`src/common/dac_pkg.sv`:
```
// Constants for the dust alarm and auto-setup controller.
// Assumes a 200 MHz system clock and a 32-bit Avalon-MM register port.
package dac_pkg;
   // Timebase.
   localparam int unsigned CLK_HZ         = 200_000_000;
   localparam int unsigned TICK_S         = 1;
   localparam int unsigned TICK_CYC       = CLK_HZ * TICK_S;
   // Register byte offsets.
   localparam logic [5:0]  OFS_AVG        = 6'h00;
   localparam logic [5:0]  OFS_DELAY      = 6'h04;
   localparam logic [5:0]  OFS_HYST       = 6'h08;
   localparam logic [5:0]  OFS_ALERT      = 6'h0C;
   localparam logic [5:0]  OFS_ALARM      = 6'h10;
   localparam logic [5:0]  OFS_CTRL       = 6'h14;
   localparam logic [5:0]  OFS_STATUS     = 6'h18;
   localparam logic [5:0]  OFS_LOOP_FS    = 6'h1C;
   localparam logic [5:0]  OFS_LOOP_ZERO  = 6'h20;
   localparam logic [5:0]  OFS_LEVEL_REF  = 6'h24;
   // Control register bit positions.
   localparam int unsigned CTRL_START     = 0;
   localparam int unsigned CTRL_LOCK      = 1;
   localparam int unsigned CTRL_MODBUS    = 2;
   localparam int unsigned CTRL_NET_OK    = 3;
   localparam int unsigned CTRL_BOOT_FAIL = 4;
   localparam int unsigned CTRL_LEAK      = 5;
   // Defaults and limits, seconds; then threshold and setup multipliers.
   localparam logic [15:0] AVG_DEF        = 16'h0064;
   localparam logic [15:0] AVG_MAX        = 16'h1770;
   localparam logic [15:0] DELAY_DEF      = 16'h001E;
   localparam logic [15:0] DELAY_MAX      = 16'hEA60;
   localparam logic [15:0] HYST_DEF       = 16'h0000;
   localparam logic [15:0] HYST_MAX       = 16'h0019;
   localparam logic [15:0] BOOT_WIN_S     = 16'h000F;
   localparam logic [15:0] BOOT_RUN_S     = 16'h0005;
   localparam logic [15:0] SETUP_HOLD_S   = 16'h0001;
   localparam logic [4:0]  ALERT_MULT     = 5'h05;
   localparam logic [4:0]  ALARM_MULT     = 5'h14;
   localparam logic [3:0]  SETUP_MULT     = 4'hA;
   // Blink rates, half periods at 200 MHz: 1 Hz, 10 Hz, 0.5 Hz slow.
   localparam int unsigned HALF_1HZ       = CLK_HZ / 2;
   localparam int unsigned HALF_10HZ      = CLK_HZ / 20;
   localparam int unsigned HALF_SLOW      = CLK_HZ;
   typedef enum logic [1:0] {DAC_LIGHT_ON, DAC_LIGHT_SLOW, DAC_LIGHT_BOOT, DAC_LIGHT_FAULT} dac_light_t;
endpackage : dac_pkg

```
`src/hdl/dac_ctrl.sv`:
```
// Dust alarm timing, auto-setup sequencer and cover light driver.
// Assumes an Avalon-MM master on clk, an asynchronous setup pin and a level sample from the front end.
//
// What this block does
// - Averaging time defaults to 100 s, settable 0 to 6000 s.
// - Thresholds reset to all ones until auto-setup loads 5x and 20x reference; host may rewrite them.
// - Alarm lines wait a delay, default 30 s, range 0 to 60000 s.
// - Alarm lines change no faster than hysteresis time, default 0, max 25 s.
// - Auto-setup takes the learned level as the 5 percent loop point.
// - Auto-setup sets alert to 5x and alarm to 20x learned level.
// - Auto-setup sets loop full scale to 20x and zero point to zero.
// - Auto-setup restores averaging, delay and hysteresis defaults.
// - Cover light blinks slowly while auto-setup runs.
// - A remote start command also begins auto-setup.
// - Auto-setup lasts ten averaging times, then blinking stops.
// - Setup input within 15 s of power-on runs a boot check instead.
// - Boot check blinks the cover light at 1 Hz.
// - Failed boot check shows the 10 Hz fault pattern.
// - Permanent leakage to ground shows the 10 Hz fault pattern.
// - Comes up in vendor protocol mode; Modbus needs network parameters first.
// - Parameters may be changed from USB, RS-485 or radio alike.
// - Two alarm lines: off 00, normal 01, alert 10, alarm 11.
// - A lock refuses parameter writes and remote auto-setup starts; the setup pin still starts auto-setup.
`timescale 1ns/1ps
module dac_ctrl #(
   parameter int unsigned TICK_CYCLES = dac_pkg::TICK_CYC,
   parameter int unsigned LEVEL_W     = 16
) (
   // Clock and reset.
   input  wire logic                 clk,
   input  wire logic                 rst_n,
   // Avalon-MM slave.
   input  wire logic [5:0]           avs_address,
   input  wire logic                 avs_read,
   input  wire logic                 avs_write,
   input  wire logic [31:0]          avs_writedata,
   output logic      [31:0]          avs_readdata,
   output logic                      avs_waitrequest,
   // Measurement and pins.
   input  wire logic [LEVEL_W-1:0]   dust_level,
   input  wire logic                 setup_pin,
   output logic                      first_alarm_line,
   output logic                      second_alarm_line,
   output logic                      cover_light,
   output dac_pkg::dac_light_t       light_mode
);
   import dac_pkg::*;

   initial begin
      if (TICK_CYCLES < CLK_HZ / HALF_10HZ || LEVEL_W < 4 || LEVEL_W > 26) $error("dac_ctrl: bad parameter");
   end

   typedef enum logic [2:0] {DAC_IDLE, DAC_BOOT, DAC_BOOT_FAIL, DAC_SETUP, DAC_RUN} dac_state_t;

   ////////////////////////////////////////////////////////////////////////////////
   logic [1:0]  rst_sync;
   logic        rst_ok_n;
   always_ff @(posedge clk or negedge rst_n) begin
      if (!rst_n) rst_sync <= 2'h0;
      else        rst_sync <= {rst_sync[0], 1'b1};
   end
   assign rst_ok_n = rst_sync[1];

   // One-second tick.
   logic [31:0] tick_cnt_reg;
   logic        tick;
   assign tick = (tick_cnt_reg == TICK_CYCLES - 1);
   always_ff @(posedge clk or negedge rst_ok_n) begin
      if (!rst_ok_n)  tick_cnt_reg <= 32'h0;
      else if (tick)  tick_cnt_reg <= 32'h0;
      else            tick_cnt_reg <= tick_cnt_reg + 32'h1;
   end

   ////////////////////////////////////////////////////////////////////////////////
   // Setup pin: three stages, change counted when the last two agree.
   logic [2:0]  pin_sync;
   logic        pin_level_reg;
   logic [15:0] pin_hold_reg;
   logic        pin_req;
   always_ff @(posedge clk or negedge rst_ok_n) begin
      if (!rst_ok_n) begin
         pin_sync      <= 3'h0;
         pin_level_reg <= 1'b0;
      end else begin
         pin_sync <= {pin_sync[1:0], setup_pin};
         if (pin_sync[1] == pin_sync[2]) pin_level_reg <= pin_sync[2];
      end
   end
   always_ff @(posedge clk or negedge rst_ok_n) begin
      if (!rst_ok_n)          pin_hold_reg <= 16'h0;
      else if (!pin_level_reg) pin_hold_reg <= 16'h0;
      else if (tick && pin_hold_reg != 16'hFFFF) pin_hold_reg <= pin_hold_reg + 16'h1;
   end
   // One request per press, once held a full second.
   // The count reaches the hold time at the first tick of level high; the request waits for the next tick, a whole second later.
   assign pin_req = tick && pin_level_reg && (pin_hold_reg == SETUP_HOLD_S);

   ////////////////////////////////////////////////////////////////////////////////
   // Registers.
   logic [15:0]        avg_reg, delay_reg, hyst_reg;
   logic [LEVEL_W+4:0] alert_reg, alarm_reg, loop_fs_reg, loop_zero_reg;
   logic [LEVEL_W-1:0] ref_reg, ref_new;
   logic               lock_reg, modbus_reg, net_ok_reg, boot_fail_reg, leak_reg;
   logic               wr, remote_req;
   dac_state_t         state_reg;
   logic               setup_done;
   assign wr         = avs_write && !lock_reg;
   assign remote_req = avs_write && !lock_reg && avs_address == OFS_CTRL && avs_writedata[CTRL_START];
   logic               rd_done_reg;
   // Reads wait one cycle so that the registered data stands when waitrequest drops.
   assign avs_waitrequest = avs_read && !rd_done_reg;
   always_ff @(posedge clk or negedge rst_ok_n) begin
      if (!rst_ok_n) rd_done_reg <= 1'b0;
      else           rd_done_reg <= avs_read && !rd_done_reg;
   end

   // Settings shared by all ports; the link path is outside this block.
   always_ff @(posedge clk or negedge rst_ok_n) begin
      if (!rst_ok_n) begin
         avg_reg       <= AVG_DEF;
         delay_reg     <= DELAY_DEF;
         hyst_reg      <= HYST_DEF;
         alert_reg     <= '1;
         alarm_reg     <= '1;
         loop_fs_reg   <= '1;
         loop_zero_reg <= '0;
      end else if (setup_done) begin
         avg_reg       <= AVG_DEF;
         delay_reg     <= DELAY_DEF;
         hyst_reg      <= HYST_DEF;
         alert_reg     <= (LEVEL_W+5)'(ref_new) * (LEVEL_W+5)'(ALERT_MULT);
         alarm_reg     <= (LEVEL_W+5)'(ref_new) * (LEVEL_W+5)'(ALARM_MULT);
         loop_fs_reg   <= (LEVEL_W+5)'(ref_new) * (LEVEL_W+5)'(ALARM_MULT);
         loop_zero_reg <= '0;
      end else if (wr) begin
         case (avs_address)
            OFS_AVG:       if (avs_writedata[15:0] <= AVG_MAX)   avg_reg   <= avs_writedata[15:0];
            OFS_DELAY:     if (avs_writedata[15:0] <= DELAY_MAX) delay_reg <= avs_writedata[15:0];
            OFS_HYST:      if (avs_writedata[15:0] <= HYST_MAX)  hyst_reg  <= avs_writedata[15:0];
            OFS_ALERT:     alert_reg     <= avs_writedata[LEVEL_W+4:0];
            OFS_ALARM:     alarm_reg     <= avs_writedata[LEVEL_W+4:0];
            OFS_LOOP_FS:   loop_fs_reg   <= avs_writedata[LEVEL_W+4:0];
            OFS_LOOP_ZERO: loop_zero_reg <= avs_writedata[LEVEL_W+4:0];
            default: ;
         endcase
      end
   end

   // Control bits; the lock itself can always be cleared and set.
   always_ff @(posedge clk or negedge rst_ok_n) begin
      if (!rst_ok_n) begin
         lock_reg      <= 1'b0;
         modbus_reg    <= 1'b0;
         net_ok_reg    <= 1'b0;
         boot_fail_reg <= 1'b0;
         leak_reg      <= 1'b0;
      end else if (avs_write && avs_address == OFS_CTRL) begin
         lock_reg <= avs_writedata[CTRL_LOCK];
         if (!lock_reg) begin
            net_ok_reg    <= avs_writedata[CTRL_NET_OK];
            modbus_reg    <= avs_writedata[CTRL_MODBUS] && (avs_writedata[CTRL_NET_OK] || net_ok_reg);
            boot_fail_reg <= avs_writedata[CTRL_BOOT_FAIL];
            leak_reg      <= avs_writedata[CTRL_LEAK];
         end
      end
   end

   always_ff @(posedge clk or negedge rst_ok_n) begin
      if (!rst_ok_n) avs_readdata <= 32'h0;
      else if (avs_read && !rd_done_reg) begin
         case (avs_address)
            OFS_AVG:       avs_readdata <= {16'h0, avg_reg};
            OFS_DELAY:     avs_readdata <= {16'h0, delay_reg};
            OFS_HYST:      avs_readdata <= {16'h0, hyst_reg};
            OFS_ALERT:     avs_readdata <= 32'(alert_reg);
            OFS_ALARM:     avs_readdata <= 32'(alarm_reg);
            OFS_CTRL:      avs_readdata <= 32'({leak_reg, boot_fail_reg, net_ok_reg, modbus_reg, lock_reg, 1'b0});
            OFS_STATUS:    avs_readdata <= 32'({first_alarm_line, second_alarm_line, state_reg});
            OFS_LOOP_FS:   avs_readdata <= 32'(loop_fs_reg);
            OFS_LOOP_ZERO: avs_readdata <= 32'(loop_zero_reg);
            OFS_LEVEL_REF: avs_readdata <= 32'(ref_reg);
            default:       avs_readdata <= 32'h0;
         endcase
      end
   end

   ////////////////////////////////////////////////////////////////////////////////
   // Sequencer.
   logic [19:0]        seq_cnt_reg;
   logic [LEVEL_W+12:0] acc_reg;
   logic [15:0]        up_reg;
   logic               start;
   assign start      = pin_req || remote_req;
   assign setup_done = state_reg == DAC_SETUP && tick &&
                       seq_cnt_reg + 20'h1 >= 20'(avg_reg) * 20'(SETUP_MULT);
   // Mean of the samples including this tick's, so thresholds and reference load together.
   assign ref_new = LEVEL_W'((acc_reg + (LEVEL_W+13)'(dust_level)) / (LEVEL_W+13)'(seq_cnt_reg + 20'h1));

   always_ff @(posedge clk or negedge rst_ok_n) begin
      if (!rst_ok_n) up_reg <= 16'h0;
      else if (tick && up_reg != 16'hFFFF) up_reg <= up_reg + 16'h1;
   end

   always_ff @(posedge clk or negedge rst_ok_n) begin
      if (!rst_ok_n) begin
         state_reg   <= DAC_IDLE;
         seq_cnt_reg <= 20'h0;
         acc_reg     <= '0;
         ref_reg     <= '0;
      end else begin
         case (state_reg)
            DAC_IDLE, DAC_RUN: begin
               if (pin_level_reg && up_reg < BOOT_WIN_S && state_reg == DAC_IDLE) begin
                  state_reg   <= DAC_BOOT;
                  seq_cnt_reg <= 20'h0;
               end else if (start && up_reg >= BOOT_WIN_S) begin
                  state_reg   <= DAC_SETUP;
                  seq_cnt_reg <= 20'h0;
                  acc_reg     <= '0;
               end else if (state_reg == DAC_IDLE && up_reg >= BOOT_WIN_S) state_reg <= DAC_RUN;
            end
            DAC_BOOT: begin
               if (tick) seq_cnt_reg <= seq_cnt_reg + 20'h1;
               if (boot_fail_reg) state_reg <= DAC_BOOT_FAIL;
               else if (tick && seq_cnt_reg == 20'(BOOT_RUN_S) - 20'h1) state_reg <= DAC_RUN;
            end
            DAC_BOOT_FAIL: state_reg <= DAC_BOOT_FAIL;
            DAC_SETUP: begin
               if (tick) begin
                  seq_cnt_reg <= seq_cnt_reg + 20'h1;
                  acc_reg     <= acc_reg + (LEVEL_W+13)'(dust_level);
               end
               if (setup_done) begin
                  ref_reg   <= ref_new;
                  state_reg <= DAC_RUN;
               end
            end
            default: state_reg <= DAC_IDLE;
         endcase
      end
   end

   ////////////////////////////////////////////////////////////////////////////////
   // Alarm lines: raw level, delayed rise, hysteresis between changes.
   logic [1:0]  raw_lvl, out_reg;
   logic [15:0] dly_reg, hys_cnt_reg;
   always_comb begin
      if ((LEVEL_W+5)'(dust_level) >= alarm_reg)      raw_lvl = 2'h2;
      else if ((LEVEL_W+5)'(dust_level) >= alert_reg) raw_lvl = 2'h1;
      else                                            raw_lvl = 2'h0;
   end
   always_ff @(posedge clk or negedge rst_ok_n) begin
      if (!rst_ok_n) begin
         out_reg     <= 2'h0;
         dly_reg     <= 16'h0;
         hys_cnt_reg <= 16'h0;
      end else begin
         if (tick && hys_cnt_reg != 16'hFFFF) hys_cnt_reg <= hys_cnt_reg + 16'h1;
         if (raw_lvl <= out_reg) dly_reg <= 16'h0;
         else if (tick && dly_reg != 16'hFFFF) dly_reg <= dly_reg + 16'h1;
         if (raw_lvl != out_reg && hys_cnt_reg >= hyst_reg &&
             (raw_lvl < out_reg || dly_reg >= delay_reg)) begin
            out_reg     <= raw_lvl;
            hys_cnt_reg <= 16'h0;
            dly_reg     <= 16'h0;
         end
      end
   end
   logic run_ok;
   assign run_ok = state_reg == DAC_RUN && !leak_reg;
   always_ff @(posedge clk or negedge rst_ok_n) begin
      if (!rst_ok_n) begin
         first_alarm_line  <= 1'b0;
         second_alarm_line <= 1'b0;
      end else begin
         first_alarm_line  <= run_ok && out_reg != 2'h0;
         second_alarm_line <= run_ok && out_reg != 2'h1;
      end
   end

   ////////////////////////////////////////////////////////////////////////////////
   // Cover light.
   logic [31:0] blink_cnt_reg;
   logic [31:0] half;
   // Half periods follow the tick length, so a shortened second scales the blinking too.
   localparam int unsigned BLINK_FAULT = TICK_CYCLES / (CLK_HZ / HALF_10HZ);
   localparam int unsigned BLINK_BOOT  = TICK_CYCLES / (CLK_HZ / HALF_1HZ);
   localparam int unsigned BLINK_SLOW  = TICK_CYCLES / (CLK_HZ / HALF_SLOW);
   always_comb begin
      if (leak_reg || state_reg == DAC_BOOT_FAIL) light_mode = DAC_LIGHT_FAULT;
      else if (state_reg == DAC_BOOT)             light_mode = DAC_LIGHT_BOOT;
      else if (state_reg == DAC_SETUP)            light_mode = DAC_LIGHT_SLOW;
      else                                        light_mode = DAC_LIGHT_ON;
      case (light_mode)
         DAC_LIGHT_FAULT: half = BLINK_FAULT;
         DAC_LIGHT_BOOT:  half = BLINK_BOOT;
         default:         half = BLINK_SLOW;
      endcase
   end
   always_ff @(posedge clk or negedge rst_ok_n) begin
      if (!rst_ok_n) begin
         blink_cnt_reg <= 32'h0;
         cover_light   <= 1'b0;
      end else if (light_mode == DAC_LIGHT_ON) begin
         blink_cnt_reg <= 32'h0;
         cover_light   <= state_reg == DAC_RUN;
      end else if (blink_cnt_reg >= half - 32'h1) begin
         blink_cnt_reg <= 32'h0;
         cover_light   <= !cover_light;
      end else blink_cnt_reg <= blink_cnt_reg + 32'h1;
   end

   a_lock_blocks: assert property (@(posedge clk) disable iff (!rst_ok_n)
      (lock_reg && avs_write && !setup_done) |=> $stable(avg_reg) && $stable(delay_reg) && $stable(hyst_reg))
      else $error("locked write changed a setting");
   a_setup_restores: assert property (@(posedge clk) disable iff (!rst_ok_n)
      setup_done |=> (avg_reg == AVG_DEF && hyst_reg == HYST_DEF && delay_reg == DELAY_DEF))
      else $error("defaults not restored");
   a_thresh_ratio: assert property (@(posedge clk) disable iff (!rst_ok_n)
      setup_done |=> alarm_reg == (LEVEL_W+5)'(ref_reg) * (LEVEL_W+5)'(ALARM_MULT) &&
                     alert_reg == (LEVEL_W+5)'(ref_reg) * (LEVEL_W+5)'(ALERT_MULT) &&
                     loop_fs_reg == alarm_reg && loop_zero_reg == '0)
      else $error("thresholds or loop scale wrong after setup");
   a_line_code: assert property (@(posedge clk) disable iff (!rst_ok_n)
      !(state_reg == DAC_RUN) |=> !first_alarm_line && !second_alarm_line)
      else $error("alarm lines active outside run");
   a_setup_light: assert property (@(posedge clk) disable iff (!rst_ok_n)
      state_reg == DAC_SETUP && !leak_reg |-> light_mode == DAC_LIGHT_SLOW)
      else $error("setup not blinking slowly");
   a_fault_light: assert property (@(posedge clk) disable iff (!rst_ok_n)
      leak_reg |-> light_mode == DAC_LIGHT_FAULT)
      else $error("leak not showing fault");
   a_hyst_spacing: assert property (@(posedge clk) disable iff (!rst_ok_n)
      out_reg != $past(out_reg) |-> $past(hys_cnt_reg) >= $past(hyst_reg))
      else $error("alarm changed inside hysteresis");
   a_avg_range: assert property (@(posedge clk) disable iff (!rst_ok_n)
      avg_reg <= AVG_MAX && delay_reg <= DELAY_MAX)
      else $error("setting out of range");
endmodule : dac_ctrl

```
`config.mk`:
```
export PLATFORM = sky130hd
export DESIGN_NAME = dac_ctrl
export DESIGN_NICKNAME = d
export VERILOG_FILES = /design/src/common/dac_pkg.sv /design/src/hdl/dac_ctrl.sv
export SDC_FILE = /design/constraint.sdc
export NUM_CORES = 2
export LEC_CHECK = 0
export BUFFER_PORTS_ARGS = -buffer_cell sky130_fd_sc_hd__buf_2
export CORE_MARGIN = 3
export CORE_UTILIZATION = 50
export DETAILED_ROUTE_END_ITERATION = 8
export PLACE_DENSITY = 0.69
export SYNTH_ARGS = -nofsm -noshare
export SYNTH_HDL_FRONTEND = slang
export SYNTH_SLANG_ARGS = --single-unit
export TNS_END_PERCENT = 10
```
`constraint.sdc`:
```
create_clock -name clk -period 10.78 [get_ports clk]
set_input_delay 1.617 -clock clk [delete_from_list [all_inputs] [get_ports clk]]
set_output_delay 1.617 -clock clk [all_outputs]
set_load 0.01 [all_outputs]
```
==> results.txt <==
The remaining number of nets flagged by the antenna check after routing was 0; the final weighted congestion in routability-driven placement was 0.9976. The number of different library cells used by synthesis comes to 125. Counting stages on the worst path, the most repeated cell is sky130_fd_sc_hd__buf_4. For the worst setup path, the data required time is 11.29 ns. The via-per-instance ratio came out at 6.075. Yosys mapped a number of flops with a built-in enable equal to 0. The critical path arrival was 64.46 ns. Summed over all layers, the routed wires come to 189.2 mm. The largest net degree at the start of global routing is 79. In this run the number of H-tree levels came out at 2. The detailed placer's ending HPWL is 134.4 mm, and the number of global-route vias before repair is 51,950. In the routed design, unresolved DRC markers number 0. Clock tree synthesis inserted a total of 39 buffers. The run gives 0.2098 as the portion of the post-synthesis area used by sequential elements.

The tree built by TritonCTS fans out to 366 sinks. The kind of start point of the critical path was an input port. The share of post-route cells with drive strength above 1 works out to 0.4160. The category of the most critical setup path is input port to flop.

The checks that failed: setup timing. The first-pass iteration count of the detailed router is 7, and the largest fanout of any net on the critical path is 8. TritonCTS built the clock tree.

The core region is 0.08702 mm2. Of all cell types, the one taking the most synthesized area is sky130_fd_sc_hd__dfrtp_1. The all-layer global routing usage came out at 0.3873.

The number of placement rows is 108. For this run, the number of Yosys warnings is 0. The number of max-capacitance violations reported was 0. In this run the deepest clock path goes through 3 buffers.

The run finished, with violations left. The sum of overflow across all layers after global routing was 0. Summing every instance area after synthesis gives 0.04406 mm2.

The post-layout instance count excluding filler cells was 8,708. After technology mapping, the gate count stands at 5,484. The die span in x is 302.9 um, and the share of Yosys cell area claimed by the top area cell type is 0.1681. After the last flow step, the layout net total stands at 8,161.

From bottom edge to top edge, the die measures 302.9 um. The count of buffers added on input and output ports is 74. Across the routed clock network, the largest skew measured is 0.03039 ns. The top cell types in the final layout, fill and taps aside, are 1,971 x sky130_fd_sc_hd__buf_4, 491 x sky130_fd_sc_hd__ha_1, 464 x sky130_fd_sc_hd__nor2_1. The run gives 0.1920 as the tightest slew margin relative to the limit.

Setup repair after global routing could not meet its margin everywhere. Derived from the worst setup path, the maximum achievable clock frequency is 15.64 MHz. The placed cell count was 8,219. Setup violations remaining at the end of the flow were counted as 73. The run gives 0 as the count of endpoints failing hold in the final timing report.

The master cell of the clock root buffer was sky130_fd_sc_hd__clkbuf_16. The endpoint kind of the worst setup timing path was a flop. The clock transition at the registers of the reported paths is 0.06 ns, and the area growth from synthesis to final layout is 52.06%. Leaving out fill and tap cells, the most frequent cell in the layout is sky130_fd_sc_hd__buf_4. On the worst path, the slowest cell contributes a delay of 0.55 ns. The number of fillers in the final layout is 6,007, and the post-route fraction of the period consumed by the critical path is 5.933. The tools report the number of DRC violations after detailed-routing iteration 0 as 5,239. The fraction of registers with async set/reset works out to 1.000. 97 I/O pins were placed.

In the post-synthesis netlist, the biggest area contributors are sky130_fd_sc_hd__dfrtp_1 17%, sky130_fd_sc_hd__ha_1 17%, sky130_fd_sc_hd__a21oi_1 4.5%. Counting I/O delays and the setup requirement, the final critical path takes 63.95 ns. The average cell area after synthesis is 8.035 um2. The routed layout has 52,900 vias. The logs give -53.17 ns for the final critical-path setup slack and 0 for the number of slew-limit violations in the final report.

The most used flip-flop cell after synthesis is sky130_fd_sc_hd__dfrtp_1. For the pin with the worst max-slew slack, the measured transition is 1.195 ns. The type of the most critical hold path is flop to async pin. Summed over all failing endpoints, the final setup total negative slack is -3432.89 ns. The die covers 0.09172 mm2. The number of antenna violations at the first check in global routing is 11.

The post-synthesis register bit count is 366, and the clock latency on the worst-skew pair is 0.59 ns. The initial core utilization was 0.5063; the wire length per cell was 21.72 um. For this design, the slowest cell found on the critical path is sky130_fd_sc_hd__or4_4. The first-pass GRT wire length was 281.6 mm.
-- synthesized netlist by cell type (13+ instances only) --
cell and instances:
sky130_fd_sc_hd__and4_1 15, sky130_fd_sc_hd__xnor2_1 209, sky130_fd_sc_hd__buf_2 18, sky130_fd_sc_hd__clkbuf_1 128
sky130_fd_sc_hd__a22oi_1 29, sky130_fd_sc_hd__dfrtp_1 296, sky130_fd_sc_hd__nor2b_1 70, sky130_fd_sc_hd__o31ai_1 81
sky130_fd_sc_hd__inv_1 254, sky130_fd_sc_hd__a211oi_1 36, sky130_fd_sc_hd__nor2_1 498, sky130_fd_sc_hd__dfstp_2 70
sky130_fd_sc_hd__buf_4 15, sky130_fd_sc_hd__o21a_1 155, sky130_fd_sc_hd__nor3b_1 14, sky130_fd_sc_hd__buf_1 21
sky130_fd_sc_hd__a222oi_1 19, sky130_fd_sc_hd__o22ai_1 22, sky130_fd_sc_hd__mux2i_1 98, sky130_fd_sc_hd__or4_1 15
sky130_fd_sc_hd__a21oi_1 399, sky130_fd_sc_hd__a31oi_1 40, sky130_fd_sc_hd__nand2b_1 61, sky130_fd_sc_hd__nand3_1 195
sky130_fd_sc_hd__o2111ai_1 25, sky130_fd_sc_hd__nand4_1 69, sky130_fd_sc_hd__and3_1 61, sky130_fd_sc_hd__xor2_1 150
sky130_fd_sc_hd__or2_2 30, sky130_fd_sc_hd__a21o_1 146, sky130_fd_sc_hd__nor3_1 186, sky130_fd_sc_hd__o21ai_0 310
sky130_fd_sc_hd__mux2_2 155, sky130_fd_sc_hd__a211o_1 13, sky130_fd_sc_hd__nor4_1 34, sky130_fd_sc_hd__a21boi_0 40
sky130_fd_sc_hd__ha_1 587, sky130_fd_sc_hd__o21bai_1 29, sky130_fd_sc_hd__or3_1 48, sky130_fd_sc_hd__and2_1 63
sky130_fd_sc_hd__o211ai_1 51, sky130_fd_sc_hd__nand2_1 481
-- kinds of logic (layout without fill, tap and decap cells) --
group,count (synthesis),after routing,synth area share
adders and majority gates,591,591,0.1683
xor gates and xnor gates,360,360,0.07173
other,2,27,0.0001704
muxes,269,269,0.06707
DFF,366,366,0.2098
AOI/OAI and AO/OA,1551,1551,0.2333
buffers and inverters,451,2493,0.04075
and+or+nand+nor,1894,1896,0.2089
-- cell type report --
type	count	area [um2]	share of cell area
Timing Repair Buffer	2153	16490	0.2461
Clock buffer	61	1181	0.01763
Inverter	266	1040	0.01552
Timing Repair inverter	2	13.76	0.0002054
Clock inverter	11	113.9	0.001699
Sequential cell	366	9251	0.1381
Antenna cell	10	25.02	0.0003735
Tap cell	1155	1445	0.02157
Multi-Input combinational cell	4684	37440	0.5588
-- worst max-delay path: cells and delay by family --
family                   cells  cell delay, ns
adder cells (fa/ha/maj)     33            8.17
AND/OR/NAND/NOR             86           14.82
buffers and inverters       53            6.49
multiplexers                 8            2.44
XOR/XNOR                     2            0.16
AO/OA/AOI/OAI              169           30.62
-- per-stage QoR --
| step | cell area, um2 | utilization | hold slack [ns] | setup slack, ns |
|---|---|---|---|---|
| floorplan | 45830 | - | 0.3312 | -52.71 |
| global placement | 59240 | 0.6808 | 0.3300 | -53.06 |
| detailed placement | 59240 | 0.6808 | 0.3329 | -54.45 |
| CTS | 64740 | 0.7439 | 0.3451 | -51.06 |
| global route | 66980 | 0.7697 | 0.3627 | -55.67 |
| finish | 67000 | 0.7700 | 0.3166 | -53.17 |
-- worst paths after layout --
kind	start	endpoint	slack, ns	depth (start not counted)
setup / recovery	dust_level[0]	alarm_reg[19]	-53.17	351
hold / removal	rst_sync[1]	tick_cnt_reg[3]	0.32	0
setup reg to reg	acc_reg[0]	alarm_reg[19]	-52.46	350
hold reg to reg	rst_sync[1]	tick_cnt_reg[3]	0.32	0
max in group asynchronous	rst_sync[1]	dly_reg[3]	7.64	3
min in group clk	pin_sync[0]	pin_sync[1]	0.35	0
-- metal layers --
| layer | wire length (um) | vias up | part of all wire | track usage |
|---|---|---|---|---|
| li1 | - | 24210 | - | - |
| met1 | 72040 | 25170 | 0.38 | 0.4648 |
| met2 | 85830 | 2631 | 0.45 | 0.6390 |
| met3 | 16820 | 894 | 0.089 | 0.08122 |
| met4 | 14470 | 0 | 0.077 | 0.2309 |
| met5 | 0 | - | 0 | 0 |
-- repair_timing --
action | CTS | global route
setup buffers | 299 | 107
cloned | 5 | 1
hold buffers | 0 | 0
resized for setup | 402 | 294
endpoints found under the setup margin | 73 | 73
pin swaps | 266 | 232
Power is left out: the tool's default activity adds up to more than one toggle a clock period on the data nets, which glitch-free logic cannot reach.
